[config.mk]
export PLATFORM = sky130hd
export DESIGN_NAME = alias_mailbox_gpio_freq_regs
export DESIGN_NICKNAME = d
export VERILOG_FILES = /design/src/alias_mailbox_gpio_freq_regs.v
export VERILOG_INCLUDE_DIRS = /design/src
export SDC_FILE = /design/constraint.sdc
export NUM_CORES = 1
export LEC_CHECK = 0
export BUFFER_PORTS_ARGS = -buffer_cell sky130_fd_sc_hd__buf_4
export CORE_MARGIN = 5
export CORE_UTILIZATION = 43
export DETAILED_ROUTE_END_ITERATION = 16
export GPL_TIMING_DRIVEN = 0
export PLACE_DENSITY_LB_ADDON = 0.15
export SLEW_MARGIN = 20
export SYNTH_ARGS = -nofsm -noshare
export SYNTH_HDL_FRONTEND = slang
export SYNTH_SLANG_ARGS = --single-unit
[constraint.sdc]
create_clock -name aclk -period 4 [get_ports aclk]
set_clock_uncertainty 0.15 [all_clocks]
set_input_delay 0.2 -clock aclk [delete_from_list [all_inputs] [get_ports aclk]]
set_output_delay 0.2 -clock aclk [all_outputs]
set_load 0.02 [all_outputs]
[src/alias_mailbox_gpio_freq_defs.vh]
`ifndef ALIAS_MAILBOX_GPIO_FREQ_DEFS_VH
`define ALIAS_MAILBOX_GPIO_FREQ_DEFS_VH

// ----------------------------------------------------------------
// register indices (byte address is four times the index)
// ----------------------------------------------------------------
`define IDX_REMOTE_ALIAS_SIX     8'h16
`define IDX_REMOTE_ALIAS_SEVEN   8'h17
`define IDX_SCRATCH_MESSAGE_A    8'h18
`define IDX_SCRATCH_MESSAGE_B    8'h19
`define IDX_GLOBAL_PIN9_CONFIG   8'h1a
`define IDX_PIXEL_EDGE_METER     8'h1b

// ----------------------------------------------------------------
// reset values
// ----------------------------------------------------------------
`define RST_ALIAS                7'h00
`define RST_SCRATCH_A            8'h00
`define RST_SCRATCH_B            8'h01
`define RST_BYTE                 8'h00

// ----------------------------------------------------------------
// field positions in the pin configuration register
// ----------------------------------------------------------------
`define BIT_GLOBAL_LEVEL         7
`define BIT_GLOBAL_DIR           5
`define BIT_GLOBAL_EN            4
`define BIT_PIN9_LEVEL           3
`define BIT_PIN9_DIR             1
`define BIT_PIN9_EN              0
`define CFG_WRITABLE_MASK        8'hbb

// {direction, enable} encodings
`define MODE_FUNCTIONAL          2'b00
`define MODE_TRISTATE            2'b10
`define MODE_FORCE_OUT           2'b01
`define MODE_FORCE_IN            2'b11

// ----------------------------------------------------------------
// bus answers and timing
// ----------------------------------------------------------------
`define RESP_OKAY                2'b00
`define RESP_SLVERR              2'b10
`define OSC_PERIOD_NS            16'h0032
`define CLK_PERIOD_NS            16'h0064
`define EDGE_COUNT_MAX           8'hff
`define ZERO_PAD                 24'h00_0000

`endif

[src/alias_mailbox_gpio_freq_regs.v]
// Notes on behaviour
// - two alias registers at 0x16 and 0x17 hold a 7-bit alias in bits 7-1, bit 0 reads zero, reset 0.
// - an i2c address equal to an alias is flagged remote and replaced by the paired target id.
// - an alias field of zero disables its entry so nothing is forwarded for it.
// - two 8-bit scratch registers at 0x18 and 0x19 only store messages, with no side effect.
// - scratch 0x18 resets to 0 and scratch 0x19 resets to 1.
// - the global level drives every pin not individually a gpio while the global mode is forced output.
// - global {dir,en}: 00 functional output, 10 tri-state, 01 forced output, 11 forced input.
// - a pin's own dir/en settings other than 00 win over the global ones; 00 defers to the global mode.
// - pin 9 shows its own level when gpio is on, direction is output and remote control is off.
// - pin 9 {dir,en}: 00 functional output, 10 tri-state, 01 gpio output, 11 gpio input.
// - writing N to 0x1b opens a window of N oscillator periods counting pixel clock edges.
// - reading 0x1b returns the edge count of the latest window, not the written value.
//
// The AXI4-Lite slave port was left to the implementer.
`timescale 1ns/1ps
`include "alias_mailbox_gpio_freq_defs.vh"

module alias_mailbox_gpio_freq_regs #(
  parameter ADDR_WIDTH = 8,
  parameter NUM_PINS   = 4
) (
  input  wire                  aclk,
  input  wire                  aresetn,
  input  wire [ADDR_WIDTH-1:0] s_axi_awaddr,
  input  wire                  s_axi_awvalid,
  output reg                   s_axi_awready,
  input  wire [31:0]           s_axi_wdata,
  input  wire [3:0]            s_axi_wstrb,
  input  wire                  s_axi_wvalid,
  output reg                   s_axi_wready,
  output reg  [1:0]            s_axi_bresp,
  output reg                   s_axi_bvalid,
  input  wire                  s_axi_bready,
  input  wire [ADDR_WIDTH-1:0] s_axi_araddr,
  input  wire                  s_axi_arvalid,
  output reg                   s_axi_arready,
  output reg  [31:0]           s_axi_rdata,
  output reg  [1:0]            s_axi_rresp,
  output reg                   s_axi_rvalid,
  input  wire                  s_axi_rready,
  input  wire [6:0]            i2c_addr,
  input  wire                  i2c_addr_valid,
  input  wire [6:0]            target_id_six,
  input  wire [6:0]            target_id_seven,
  output reg                   remote_hit,
  output reg  [6:0]            remote_addr,
  input  wire                  pixel_clk_pin,
  input  wire                  pin9_func_out,
  input  wire                  pin9_remote_en,
  input  wire                  pin9_remote_level,
  input  wire                  pin9_i,
  output reg                   pin9_o,
  output reg                   pin9_oe,
  output reg                   pin9_in_level,
  input  wire [NUM_PINS-1:0]   pin_gpio_active,
  input  wire [NUM_PINS-1:0]   pin_func_out,
  output reg  [NUM_PINS-1:0]   pin_global_o,
  output reg  [NUM_PINS-1:0]   pin_global_oe,
  output reg  [NUM_PINS-1:0]   pin_global_owned
);

  // ----------------------------------------------------------------
  // register state
  // ----------------------------------------------------------------
  reg  [6:0]            alias_six_reg;
  reg  [6:0]            alias_seven_reg;
  reg  [7:0]            scratch_a_reg;
  reg  [7:0]            scratch_b_reg;
  reg  [7:0]            pin_cfg_reg;
  reg  [7:0]            edge_count_reg;
  reg  [15:0]           window_ns_reg;
  reg                   window_open_reg;
  reg                   aw_held_reg;
  reg                   w_held_reg;
  reg  [ADDR_WIDTH-1:0] aw_addr_reg;
  reg  [7:0]            w_data_reg;
  reg                   w_lane0_reg;
  reg  [2:0]            pix_sync_reg;
  reg  [1:0]            pin9_sync_reg;

  function is_mapped;
    input [ADDR_WIDTH-1:0] addr;
    begin
      is_mapped = (addr[1:0] == 2'b00) &&
                  (addr[ADDR_WIDTH-1:2] >= `IDX_REMOTE_ALIAS_SIX) &&
                  (addr[ADDR_WIDTH-1:2] <= `IDX_PIXEL_EDGE_METER);
    end
  endfunction

  function [7:0] read_value;
    input [ADDR_WIDTH-1:0] addr;
    begin
      case (addr[ADDR_WIDTH-1:2])
        `IDX_REMOTE_ALIAS_SIX:   read_value = {alias_six_reg, 1'b0};
        `IDX_REMOTE_ALIAS_SEVEN: read_value = {alias_seven_reg, 1'b0};
        `IDX_SCRATCH_MESSAGE_A:  read_value = scratch_a_reg;
        `IDX_SCRATCH_MESSAGE_B:  read_value = scratch_b_reg;
        `IDX_GLOBAL_PIN9_CONFIG: read_value = pin_cfg_reg;
        `IDX_PIXEL_EDGE_METER:   read_value = edge_count_reg;
        default:                 read_value = `RST_BYTE;
      endcase
    end
  endfunction

  // {oe, o} of a pad left to the global mode
  function [1:0] global_drive;
    input [1:0] mode;
    input       level;
    input       func_out;
    begin
      case (mode)
        `MODE_FORCE_OUT:                global_drive = {1'b1, level};
        `MODE_TRISTATE, `MODE_FORCE_IN: global_drive = 2'b00;
        default:                        global_drive = {1'b1, func_out};
      endcase
    end
  endfunction

  wire       wr_fire   = aw_held_reg && w_held_reg && !s_axi_bvalid;
  wire       wr_hit    = wr_fire && w_lane0_reg && is_mapped(aw_addr_reg);
  wire [5:0] wr_index  = aw_addr_reg[7:2];
  wire       meter_wr  = wr_hit && (wr_index == `IDX_PIXEL_EDGE_METER);
  wire       pix_rise  = pix_sync_reg[1] && !pix_sync_reg[2];
  wire [1:0] glob_mode = {pin_cfg_reg[`BIT_GLOBAL_DIR], pin_cfg_reg[`BIT_GLOBAL_EN]};
  wire [1:0] pin9_mode = {pin_cfg_reg[`BIT_PIN9_DIR], pin_cfg_reg[`BIT_PIN9_EN]};
  wire       glob_level = pin_cfg_reg[`BIT_GLOBAL_LEVEL];

  // ----------------------------------------------------------------
  // axi4-lite write and read channels
  // ----------------------------------------------------------------
  always @(posedge aclk)
  begin
    if (!aresetn)
    begin
      s_axi_awready <= 1'b0;
      s_axi_wready  <= 1'b0;
      s_axi_bvalid  <= 1'b0;
      s_axi_bresp   <= `RESP_OKAY;
      aw_held_reg   <= 1'b0;
      w_held_reg    <= 1'b0;
      aw_addr_reg   <= {ADDR_WIDTH{1'b0}};
      w_data_reg    <= `RST_BYTE;
      w_lane0_reg   <= 1'b0;
      s_axi_arready <= 1'b0;
      s_axi_rvalid  <= 1'b0;
      s_axi_rresp   <= `RESP_OKAY;
      s_axi_rdata   <= 32'h0000_0000;
    end
    else
    begin
      // ready is raised only while the holding slot is empty
      s_axi_awready <= !aw_held_reg && !(s_axi_awvalid && s_axi_awready);
      s_axi_wready  <= !w_held_reg && !(s_axi_wvalid && s_axi_wready);
      if (s_axi_awvalid && s_axi_awready)
      begin
        aw_held_reg <= 1'b1;
        aw_addr_reg <= s_axi_awaddr;
      end
      if (s_axi_wvalid && s_axi_wready)
      begin
        w_held_reg  <= 1'b1;
        w_data_reg  <= s_axi_wdata[7:0];
        w_lane0_reg <= s_axi_wstrb[0];
      end
      if (wr_fire)
      begin
        s_axi_bvalid <= 1'b1;
        s_axi_bresp  <= is_mapped(aw_addr_reg) ? `RESP_OKAY : `RESP_SLVERR;
      end
      else if (s_axi_bvalid && s_axi_bready)
      begin
        s_axi_bvalid <= 1'b0;
        aw_held_reg  <= 1'b0;
        w_held_reg   <= 1'b0;
      end
      s_axi_arready <= !s_axi_rvalid && !(s_axi_arvalid && s_axi_arready);
      if (s_axi_arvalid && s_axi_arready)
      begin
        s_axi_rvalid <= 1'b1;
        s_axi_rresp  <= is_mapped(s_axi_araddr) ? `RESP_OKAY : `RESP_SLVERR;
        s_axi_rdata  <= {`ZERO_PAD, read_value(s_axi_araddr)};
      end
      else if (s_axi_rvalid && s_axi_rready)
      begin
        s_axi_rvalid <= 1'b0;
      end
    end
  end

  // ----------------------------------------------------------------
  // configuration registers
  // ----------------------------------------------------------------
  always @(posedge aclk)
  begin
    if (!aresetn)
    begin
      alias_six_reg   <= `RST_ALIAS;
      alias_seven_reg <= `RST_ALIAS;
      scratch_a_reg   <= `RST_SCRATCH_A;
      scratch_b_reg   <= `RST_SCRATCH_B;
      pin_cfg_reg     <= `RST_BYTE;
    end
    else if (wr_hit)
    begin
      case (wr_index)
        `IDX_REMOTE_ALIAS_SIX:   alias_six_reg   <= w_data_reg[7:1];
        `IDX_REMOTE_ALIAS_SEVEN: alias_seven_reg <= w_data_reg[7:1];
        `IDX_SCRATCH_MESSAGE_A:  scratch_a_reg   <= w_data_reg;
        `IDX_SCRATCH_MESSAGE_B:  scratch_b_reg   <= w_data_reg;
        // bits 6 and 2 are reserved and stay zero
        `IDX_GLOBAL_PIN9_CONFIG: pin_cfg_reg <= w_data_reg & `CFG_WRITABLE_MASK;
        default:                 pin_cfg_reg <= pin_cfg_reg;
      endcase
    end
  end

  // ----------------------------------------------------------------
  // pixel clock edge meter
  // ----------------------------------------------------------------
  // the pixel clock is sampled by aclk, so it must stay below half the
  // aclk rate; faster clocks alias and read low
  always @(posedge aclk)
  begin
    if (!aresetn)
    begin
      pix_sync_reg    <= 3'b000;
      edge_count_reg  <= `RST_BYTE;
      window_ns_reg   <= 16'h0000;
      window_open_reg <= 1'b0;
    end
    else
    begin
      pix_sync_reg <= {pix_sync_reg[1:0], pixel_clk_pin};
      if (meter_wr)
      begin
        edge_count_reg  <= `RST_BYTE;
        window_ns_reg   <= w_data_reg * `OSC_PERIOD_NS;
        window_open_reg <= (w_data_reg != `RST_BYTE);
      end
      else if (window_open_reg)
      begin
        if (pix_rise && edge_count_reg != `EDGE_COUNT_MAX)
          edge_count_reg <= edge_count_reg + 8'h01;
        if (window_ns_reg <= `CLK_PERIOD_NS)
        begin
          window_ns_reg   <= 16'h0000;
          window_open_reg <= 1'b0;
        end
        else
          window_ns_reg <= window_ns_reg - `CLK_PERIOD_NS;
      end
    end
  end

  // ----------------------------------------------------------------
  // alias decode
  // ----------------------------------------------------------------
  always @(posedge aclk)
  begin
    if (!aresetn)
    begin
      remote_hit  <= 1'b0;
      remote_addr <= 7'h00;
    end
    else if (i2c_addr_valid && alias_six_reg != `RST_ALIAS && i2c_addr == alias_six_reg)
    begin
      remote_hit  <= 1'b1;
      remote_addr <= target_id_six;
    end
    else if (i2c_addr_valid && alias_seven_reg != `RST_ALIAS && i2c_addr == alias_seven_reg)
    begin
      remote_hit  <= 1'b1;
      remote_addr <= target_id_seven;
    end
    else
    begin
      remote_hit  <= 1'b0;
      remote_addr <= 7'h00;
    end
  end

  // ----------------------------------------------------------------
  // pad control
  // ----------------------------------------------------------------
  always @(posedge aclk)
  begin
    if (!aresetn)
    begin
      pin9_sync_reg <= 2'b00;
      pin9_in_level <= 1'b0;
      pin9_o        <= 1'b0;
      pin9_oe       <= 1'b0;
    end
    else
    begin
      pin9_sync_reg <= {pin9_sync_reg[0], pin9_i};
      pin9_in_level <= pin9_sync_reg[1];
      case (pin9_mode)
        `MODE_FORCE_OUT:
        begin
          pin9_o  <= pin9_remote_en ? pin9_remote_level
                                    : pin_cfg_reg[`BIT_PIN9_LEVEL];
          pin9_oe <= 1'b1;
        end
        `MODE_TRISTATE, `MODE_FORCE_IN:
          {pin9_oe, pin9_o} <= 2'b00;
        // own functional setting defers to the global mode
        default:
          {pin9_oe, pin9_o} <= global_drive(glob_mode, glob_level, pin9_func_out);
      endcase
    end
  end

  genvar g;
  generate
    for (g = 0; g < NUM_PINS; g = g + 1)
    begin : g_pin
      always @(posedge aclk)
      begin
        if (!aresetn)
        begin
          pin_global_o[g]     <= 1'b0;
          pin_global_oe[g]    <= 1'b0;
          pin_global_owned[g] <= 1'b0;
        end
        else
        begin
          pin_global_owned[g] <= !pin_gpio_active[g];
          {pin_global_oe[g], pin_global_o[g]} <= global_drive(glob_mode, glob_level,
                                                              pin_func_out[g]);
        end
      end
    end
  endgenerate

endmodule

==> impl_metrics.ini, run 1 <==
[sta]
final-hold-violation-count = 0
relSlewSlack = 0.437
finalCriticalPeriod_ps = 3320
period_share = 0.830
finalSetupTns_ps = 0
rsz0062_at_grt = false
worstMarginPinSlew_ps = 839
max_freq_mhz = 301
finalSetupViolations = 0
slew_violations = 0

[layout]
fill_cells = 1220
final_cell_mix = 130 x buf_4, 120 x dfxtp_1, 66 x nor2_1
fin_nets = 984
largest_reg_flops = 16
seqCellArea_sq_um = 2400
area_growth_pct = 34.4
final_layout_size_suffix_gt1_frac = 0.218
final_common_cell = buf_4
antenna-diode-count = 0
multi_input_area_sq_um = 3390

[cts]
clk_pin_slew_ps = 50
root_buffer = clkbuf_16
cts_sinks = 120
postCtsSetupRepairBufs = 0
ctsResizeCount = 0
cts_hold_buffers = 46
ctsHtreeMaxLevel = 4
cts_buffers = 17
insertion_delay_ps = 420
clockBufferDepth = 2
cts_tree = built

[power_and_ir_drop]
p_comb_frac = 0.102
p_clk_frac = 0.482
power_frac_seq = 0.416
switchingPower_mw = 0.688
p_int_mw = 2.30
p_sw_frac = 0.231
p_total_mw = 2.98
peakVddDrop_uv = 328
power_density_nw_per_um2 = 362
leakage_nw = 3.72

[synthesis]
synth_async_sr_flop_share = 0
ys.flop_type = dfxtp_1
synth.distinct_cells = 70
yosysSeqAreaShare = 0.392
ys_warn_count = 0
syn-cell-area_sq_um = 6130
synth-edff-count = 0
synthCells = 660
ys_ff_latch = 120
avgSynthCellArea_sq_um = 9.29

[detailed_routing]
ant_nets = 0
drtIter0Drc = 237
drt-vias-per-instance = 5.12
wire_per_inst_microns = 15.7
drc = 0
vias = 5341
drt_wl_total_microns = 16300
dr.pass1.iters = 4

[critical_path]
cp.required_ps = 4130
reg2regPathDepth = 11
worstSetupEndpointType = register
r2r_slack_ps = 680
path_max_fanout = 10
cp.arrival_ps = 3450
timing.rr.end = window_ns_reg[12]$_SDFFE_PN0P_
worstSetupEndpoint = window_ns_reg[12]$_SDFFE_PN0P_
critical_path_class = register to register
timing.rr.start = w_data_reg[4]$_SDFFE_PN0P_
critical_path.startpoint = w_data_reg[4]$_SDFFE_PN0P_
start_kind = register

[floorplan]
ioPinCount = 158
start_util = 0.440
die_w_microns = 129
die_h_microns = 129
dieArea_sq_um = 16700
core_area_sq_um = 13900
fp-row-count = 43

[outcome]
status = finished clean

[global_routing]
grt_pass1_vias = 5379
grt_usage = 0.197
antenna_found_initial = 0
grt_pass1_wl_microns = 26100
grt_max_degree = 17
overflow = 0

[flow_run]
max_cap_viol_count = 0

[placement]
port_buffers = 101
routabilityCongestion = 0.912
place_hpwl_microns = 12100

[worst_hold_path]
hp-class = input port to register
worst max-delay path, stage by stage (launching register included):
cell       delay (ps)
dfxtp_1           650
ha_1              340
ha_1              280
inv_1              50
fa_1              510
inv_1              50
ha_1              370
nand3_1           130
o2111ai_1         210
o311a_1           200
xnor2_1           150
a21oi_1           100
power groups by stage:
stage / registers [mW] / logic, mW / clock network (mW)
CTS: 1.24 / 0.301 / 1.47
global route: 1.25 / 0.333 / 1.52
detailed placement: 1.27 / 0.269 / 0
global placement: 1.27 / 0.265 / 0
floorplan: 1.27 / 0.153 / 0
finish: 1.24 / 0.303 / 1.44
final cells by class:
| type | count | share of cell area |
|---|---|---|
| multi-input cells | 484 | 0.412 |
| well taps | 180 | 0.0274 |
| clock inverters | 8 | 0.00851 |
| repair buffers | 147 | 0.148 |
| flip-flops and latches | 120 | 0.292 |
| plain buffers | 54 | 0.0394 |
| inverters | 27 | 0.0123 |
| clock buffers | 23 | 0.0605 |
per-stage QoR:
stage | instances | instance area [sq um] | utilization | hold slack [ps] | worst slack, ps
finish | 1043 | 8230 | 0.591 | 33.6 | 680
global placement | 966 | 7210 | 0.517 | 209 | 727
CTS | 1043 | 8230 | 0.591 | 2.99 | 678
global route | 1043 | 8230 | 0.591 | 17.3 | 473
detailed placement | 966 | 7210 | 0.517 | 211 | 704
floorplan | 685 | 6220 | - | 122 | 1080
per-layer routing:
metal  share of wire  track usage  vias to the layer above
li1                -            -                     2661
met1            0.45        0.243                     2503
met2            0.48        0.338                      153
met3           0.053       0.0375                       24
met4           0.018       0.0828                        0
met5               0            0                        -
cells by family after synthesis:
group	share of synthesized area
simple gates	0.177
compound gates	0.138
flops	0.392
buf+inv	0.0694
mux	0.103
fa+ha+maj	0.0833
xor+xnor	0.0372
other cells	0.000612
synth_stat cells, types with 6 or more instances:
library cell / count / area share
mux2i_1: 45 / 0.073
nand3_1: 11 / 0.0090
xor2_1: 13 / 0.019
a21oi_1: 45 / 0.037
clkbuf_1: 14 / 0.0086
o21ai_0: 13 / 0.011
buf_4: 29 / 0.036
ha_1: 36 / 0.073
nor2_1: 66 / 0.040
and2_1: 12 / 0.012
a22o_1: 14 / 0.020
nand2_1: 62 / 0.038
inv_1: 27 / 0.017
mux4_2: 6 / 0.022
xnor2_1: 13 / 0.019
nor3_1: 12 / 0.0098
dfxtp_1: 120 / 0.39
nand2b_1: 12 / 0.012
or3_1: 6 / 0.0061
buf_1: 6 / 0.0037
worst min-delay path by stage:
stage                                  start                        endpoint  slack (ps)  cells past startpoint
after global routing          pin9_remote_en               pin9_o$_SDFF_PN0_          20                      4
after CTS                     pin9_remote_en               pin9_o$_SDFF_PN0_           3                      4
after global placement    pin_gpio_active[3]  pin_global_owned[3]$_SDFF_PN0_         210                      2
after detailed placement  pin_gpio_active[0]  pin_global_owned[0]$_SDFF_PN0_         210                      2
final                         pin9_remote_en               pin9_o$_SDFF_PN0_          30                      4
after floorplan           pin_gpio_active[0]  pin_global_owned[0]$_SDFF_PN0_         120                      1
(Power assumes the default switching activity.)
==> run 2, diff against run 1 <==
clock period = 3 ns   (was 4 ns; I/O delays follow)
==> run 2 against run 1 <==
Register-to-register slack lost 570 ps; worst setup slack lost 570 ps; critical path depth shrank 1; routed wire length grew 0.88%; die area is the same; largest cell class unchanged; maximum frequency grew 15%; highest routed layer unchanged; global-route usage grew 0.12 points; worst hold slack gained 9.3 ps; clock power grew 33%; sequential power grew 33%; final area grew 2.3%; flip-flop and latch count is the same.
==> impl_metrics.ini, run 2 (same netlist as run 1, synthesis figures left out) <==
[critical_path]
worstSetupEndpointType = register
cp.arrival_ps = 3040
r2r_slack_ps = 110
critical_path_class = register to register
cp_common_cell = ha_1
reg2regPathDepth = 10
start_kind = register
critical_path.startpoint = w_data_reg[2]$_SDFFE_PN0P_
timing.rr.start = w_data_reg[2]$_SDFFE_PN0P_
path_max_fanout = 6
slowest_stage = fa_1
cp_cell_sequence = inv_1 -> ha_1 -> ha_1 -> fa_1 -> ha_4 -> a21oi_2 -> o211ai_1 -> nor2_1 -> xnor2_1 -> o221a_2
critPathTopFamily = adder cells
cp.required_ps = 3150
cpPeakStageDelay_ps = 510
timing.rr.end = window_ns_reg[11]$_SDFFE_PN0P_
critPathBufInv = 1

[floorplan]
dieArea_sq_um = 16700
die_h_microns = 129
fp-row-count = 43
core_area_sq_um = 13900
die_w_microns = 129
start_util = 0.440
ioPinCount = 158

[detailed_routing]
wire_per_inst_microns = 15.6
dr.pass1.iters = 5
drc = 0
drtIter0Drc = 262
ant_nets = 0
vias = 5417
drt-vias-per-instance = 5.14
drt_wl_total_microns = 16500

[sta]
finalSetupViolations = 0
finalCriticalPeriod_ps = 2890
period_share = 0.963
slew_violations = 0
finalSetupTns_ps = 0
final-hold-violation-count = 0
fin_ws_ps = 112
max_freq_mhz = 346
fin_hold_ws_ps = 42.9
relSlewSlack = 0.426
rsz0062_at_grt = false
worstMarginPinSlew_ps = 854

[worst_hold_path]
hold_path_end = aw_addr_reg[0]$_SDFFE_PN0P_
min_from = s_axi_awvalid
hp-class = input port to register
whs_path_depth = 4

[layout]
final_core_util = 0.604
largest_reg_flops = 16
antenna-diode-count = 0
final_layout_size_suffix_gt1_frac = 0.243
fin_nets = 995
design_area_sq_um = 8420
area_growth_pct = 37.4
stdcell_count = 1054
final_common_cell = buf_4
final_cell_mix = 138 x buf_4, 113 x dfxtp_1, 66 x nor2_1

[cts]
ctsHtreeMaxLevel = 4
root_buffer = clkbuf_16
cts_sinks = 120
cts_buffers = 17
cts_tree = built
clockBufferDepth = 2
insertion_delay_ps = 420
clk_pin_slew_ps = 50

[power_and_ir_drop]
peakVddDrop_uv = 441
p_total_mw = 4.00
power_density_nw_per_um2 = 476
leakage_nw = 3.77

[global_routing]
grt_usage = 0.199
grt_pass1_wl_microns = 26300
overflow = 0
antenna_found_initial = 0
grt_pass1_vias = 5438
grt_max_degree = 17

[flow_run]
max_cap_viol_count = 0

[placement]
dp.cells = 966
placed_area_sq_um = 7210
place_hpwl_microns = 12100
routabilityCongestion = 0.912
port_buffers = 101
pre_cts_ws_ps = -296

[outcome]
status = finished clean
==> run 2: changes by cell type in the layout (fill, tap and decap cells not counted), sizes merged <==
cell / change
buf: +8
dlygate4sd3: +3
==> run 2: what timing repair did <==
item	in CTS	in global routing
gates resized for setup	14	11
setup buffers	3	5
setup endpoints to repair	6	4
hold buffers	49	0
pin swaps	0	6
endpoints found under the hold margin	40	0
==> run 2: how the worst max path moves through the flow <==
stage / slack, ps / endpoint / depth (start not counted)
after global routing: 6 / window_ns_reg[13]$_SDFFE_PN0P_ / 10
after floorplan: 80 / window_ns_reg[13]$_SDFFE_PN0P_ / 10
after global placement: -270 / window_ns_reg[13]$_SDFFE_PN0P_ / 10
after detailed placement: -300 / window_ns_reg[12]$_SDFFE_PN0P_ / 11
after CTS: 10 / window_ns_reg[13]$_SDFFE_PN0P_ / 10
final: 110 / window_ns_reg[11]$_SDFFE_PN0P_ / 10
==> run 2: metal layers <==
layer	share of wire	global-route usage	up-vias
li1	-	-	2686
met1	0.44	0.243	2548
met2	0.49	0.343	156
met3	0.053	0.0375	27
met4	0.019	0.0828	0
met5	0	0	-
==> run 2: layout make-up <==
| class | instances | area [sq um] |
|---|---|---|
| Buffer | 54 | 328 |
| Timing Repair Buffer | 158 | 1310 |
| Inverter | 27 | 101 |
| Sequential cell | 120 | 2430 |
| Tap cell | 180 | 225 |
| Clock inverter | 8 | 70.1 |
| Fill cell | 1178 | 5510 |
| Clock buffer | 23 | 498 |
| Multi-Input combinational cell | 484 | 3460 |
==> run 2: worst min-delay path, stage by stage <==
cell     delay, ps
buf_4           80
nand2_1        160
nand2_1        110
a21oi_1         50
==> run 2: report_power, final <==
| part | switching (mW) | leakage [nW] | total (mW) | internal, mW |
|---|---|---|---|---|
| clock network | 0.687 | 0.281 | 1.92 | 1.23 |
| registers | 0.0267 | 0.979 | 1.65 | 1.62 |
| logic | 0.214 | 2.51 | 0.433 | 0.220 |
| total | 0.927 | 3.77 | 4.00 | 3.08 |
==> run 3, diff against run 2 <==
BUFFER_PORTS_ARGS = default   (was -buffer_cell sky130_fd_sc_hd__buf_4)
DONT_BUFFER_PORTS = 1   (was default)
SKIP_CTS_REPAIR_TIMING = 1   (was default)
==> run 3 against run 2 <==
The flow now finishes with violations (hold timing); combinational power down 23%; critical path depth unchanged; non-clock buffer count down 88; register-to-register slack worse by 30 ps; first-iteration DRC count down 31%; maximum frequency down 0.93%; final cell count down 8.3%; flip-flop and latch count unchanged; sequential power about the same; largest power group unchanged.
==> impl_metrics.ini, run 3 (same netlist as run 1, synthesis figures left out) <==
[outcome]
status = finished, violations left
violations = hold timing

[detailed_routing]
drt_wl_total_microns = 16200
drc = 0
dr.pass1.iters = 4
ant_nets = 0
wire_per_inst_microns = 16.8
drtIter0Drc = 181
drt-vias-per-instance = 5.27
vias = 5096

[layout]
largest_reg_flops = 16
fill_cells = 1233
final_common_cell = dfxtp_1
fin_nets = 907
final_layout_size_suffix_gt1_frac = 0.140
final_core_util = 0.564
antenna-diode-count = 0
final_cell_mix = 113 x dfxtp_1, 66 x nor2_1, 63 x dlygate4sd3_1
multi_input_area_sq_um = 3440
seqCellArea_sq_um = 2430
area_growth_pct = 28.2

[sta]
max_freq_mhz = 343
finalSetupViolations = 0
slew_violations = 0
final-hold-violation-count = 5
worstMarginPinSlew_ps = 799
fin_hold_ws_ps = -43.9
finalCriticalPeriod_ps = 2920
relSlewSlack = 0.463
period_share = 0.972

[worst_hold_path]
hp-class = input port to register
whs_path_depth = 3

[critical_path]
path_max_fanout = 9
start_kind = register
reg2regPathDepth = 10
worstSetupEndpointType = register
critical_path_class = register to register
cp.required_ps = 3160
cp.arrival_ps = 3070
r2r_slack_ps = 80

[floorplan]
ioPinCount = 158
die_w_microns = 129
die_h_microns = 129
dieArea_sq_um = 16700
start_util = 0.440
core_area_sq_um = 13900
fp-row-count = 43

[cts]
cts_sinks = 120
root_buffer = clkbuf_16
ctsHtreeMaxLevel = 4
cts_tree = built
clockBufferDepth = 2
clk_pin_slew_ps = 60
cts_buffers = 17
insertion_delay_ps = 420

[placement]
place_hpwl_microns = 11500
routabilityCongestion = 0.884
port_buffers = 0

[global_routing]
grt_usage = 0.184
grt_max_degree = 17
antenna_found_initial = 0
grt_pass1_vias = 4741
grt_pass1_wl_microns = 23900
overflow = 0

[power_and_ir_drop]
p_total_mw = 4.23
power_density_nw_per_um2 = 539
leakage_nw = 3.39
peakVddDrop_uv = 428

[flow_run]
max_cap_viol_count = 0
## run 3: cell types whose count changed in the layout (fill, tap and decap cells not counted), sizes merged
cell | before | now
bufinv | 1 | 5
dlygate4sd3 | 49 | 63
clkbuf | 37 | 33
inv | 27 | 28
buf | 149 | 48
clkinv | 5 | 4
## run 3: final cells by class
class,instances,share of cell area
plain buffers,54,0.0422
clock buffers,20,0.0569
clock inverters,12,0.0252
inverters,27,0.0129
multi-input cells,484,0.438
flip-flops and latches,120,0.309
well taps,180,0.0287
repair buffers,70,0.0870
## run 3: metrics by stage
| step | std cells | TNS [ps] | cell area [sq um] | setup slack (ps) |
|---|---|---|---|---|
| global route | 967 | -34.8 | 7860 | -21.6 |
| floorplan | 685 | 0 | 6220 | 79.0 |
| detailed placement | 865 | -1210 | 6450 | -310 |
| finish | 967 | 0 | 7860 | 84.6 |
| CTS | 897 | -1350 | 7090 | -341 |
| global placement | 865 | -991 | 6450 | -277 |
## run 3: power by group
part,switching [mW],total (mW),internal (mW)
sequential,0.0484,1.67,1.62
combinational,0.174,0.332,0.158
clock,0.737,2.23,1.49
total,0.960,4.23,3.27
## run 3: final timing paths
| check | startpoint | endpoint |
|---|---|---|
| setup / recovery | w_data_reg[6]$_SDFFE_PN0P_ | window_ns_reg[13]$_SDFFE_PN0P_ |
| hold / removal | s_axi_wvalid | w_data_reg[5]$_SDFFE_PN0P_ |
| setup reg to reg | w_data_reg[6]$_SDFFE_PN0P_ | window_ns_reg[13]$_SDFFE_PN0P_ |
| hold reg to reg | pin9_sync_reg[1]$_SDFF_PN0_ | pin9_in_level$_SDFF_PN0_ |
## run 3: worst max-delay path, stage by stage (launching register included)
cell     delay, ps
dfxtp_4        430
inv_1           80
ha_1           300
ha_1           300
ha_1           290
ha_1           320
or2_2          300
a21oi_1        150
o21ba_2        180
xnor2_1        120
o21a_1         170
## run 3: per-layer routing
metal | global-route usage | up-vias | part of all wire
li1 | - | 2500 | -
met1 | 0.238 | 2423 | 0.44
met2 | 0.297 | 152 | 0.49
met3 | 0.0396 | 21 | 0.059
met4 | 0.0797 | 0 | 0.011
met5 | 0 | - | 0
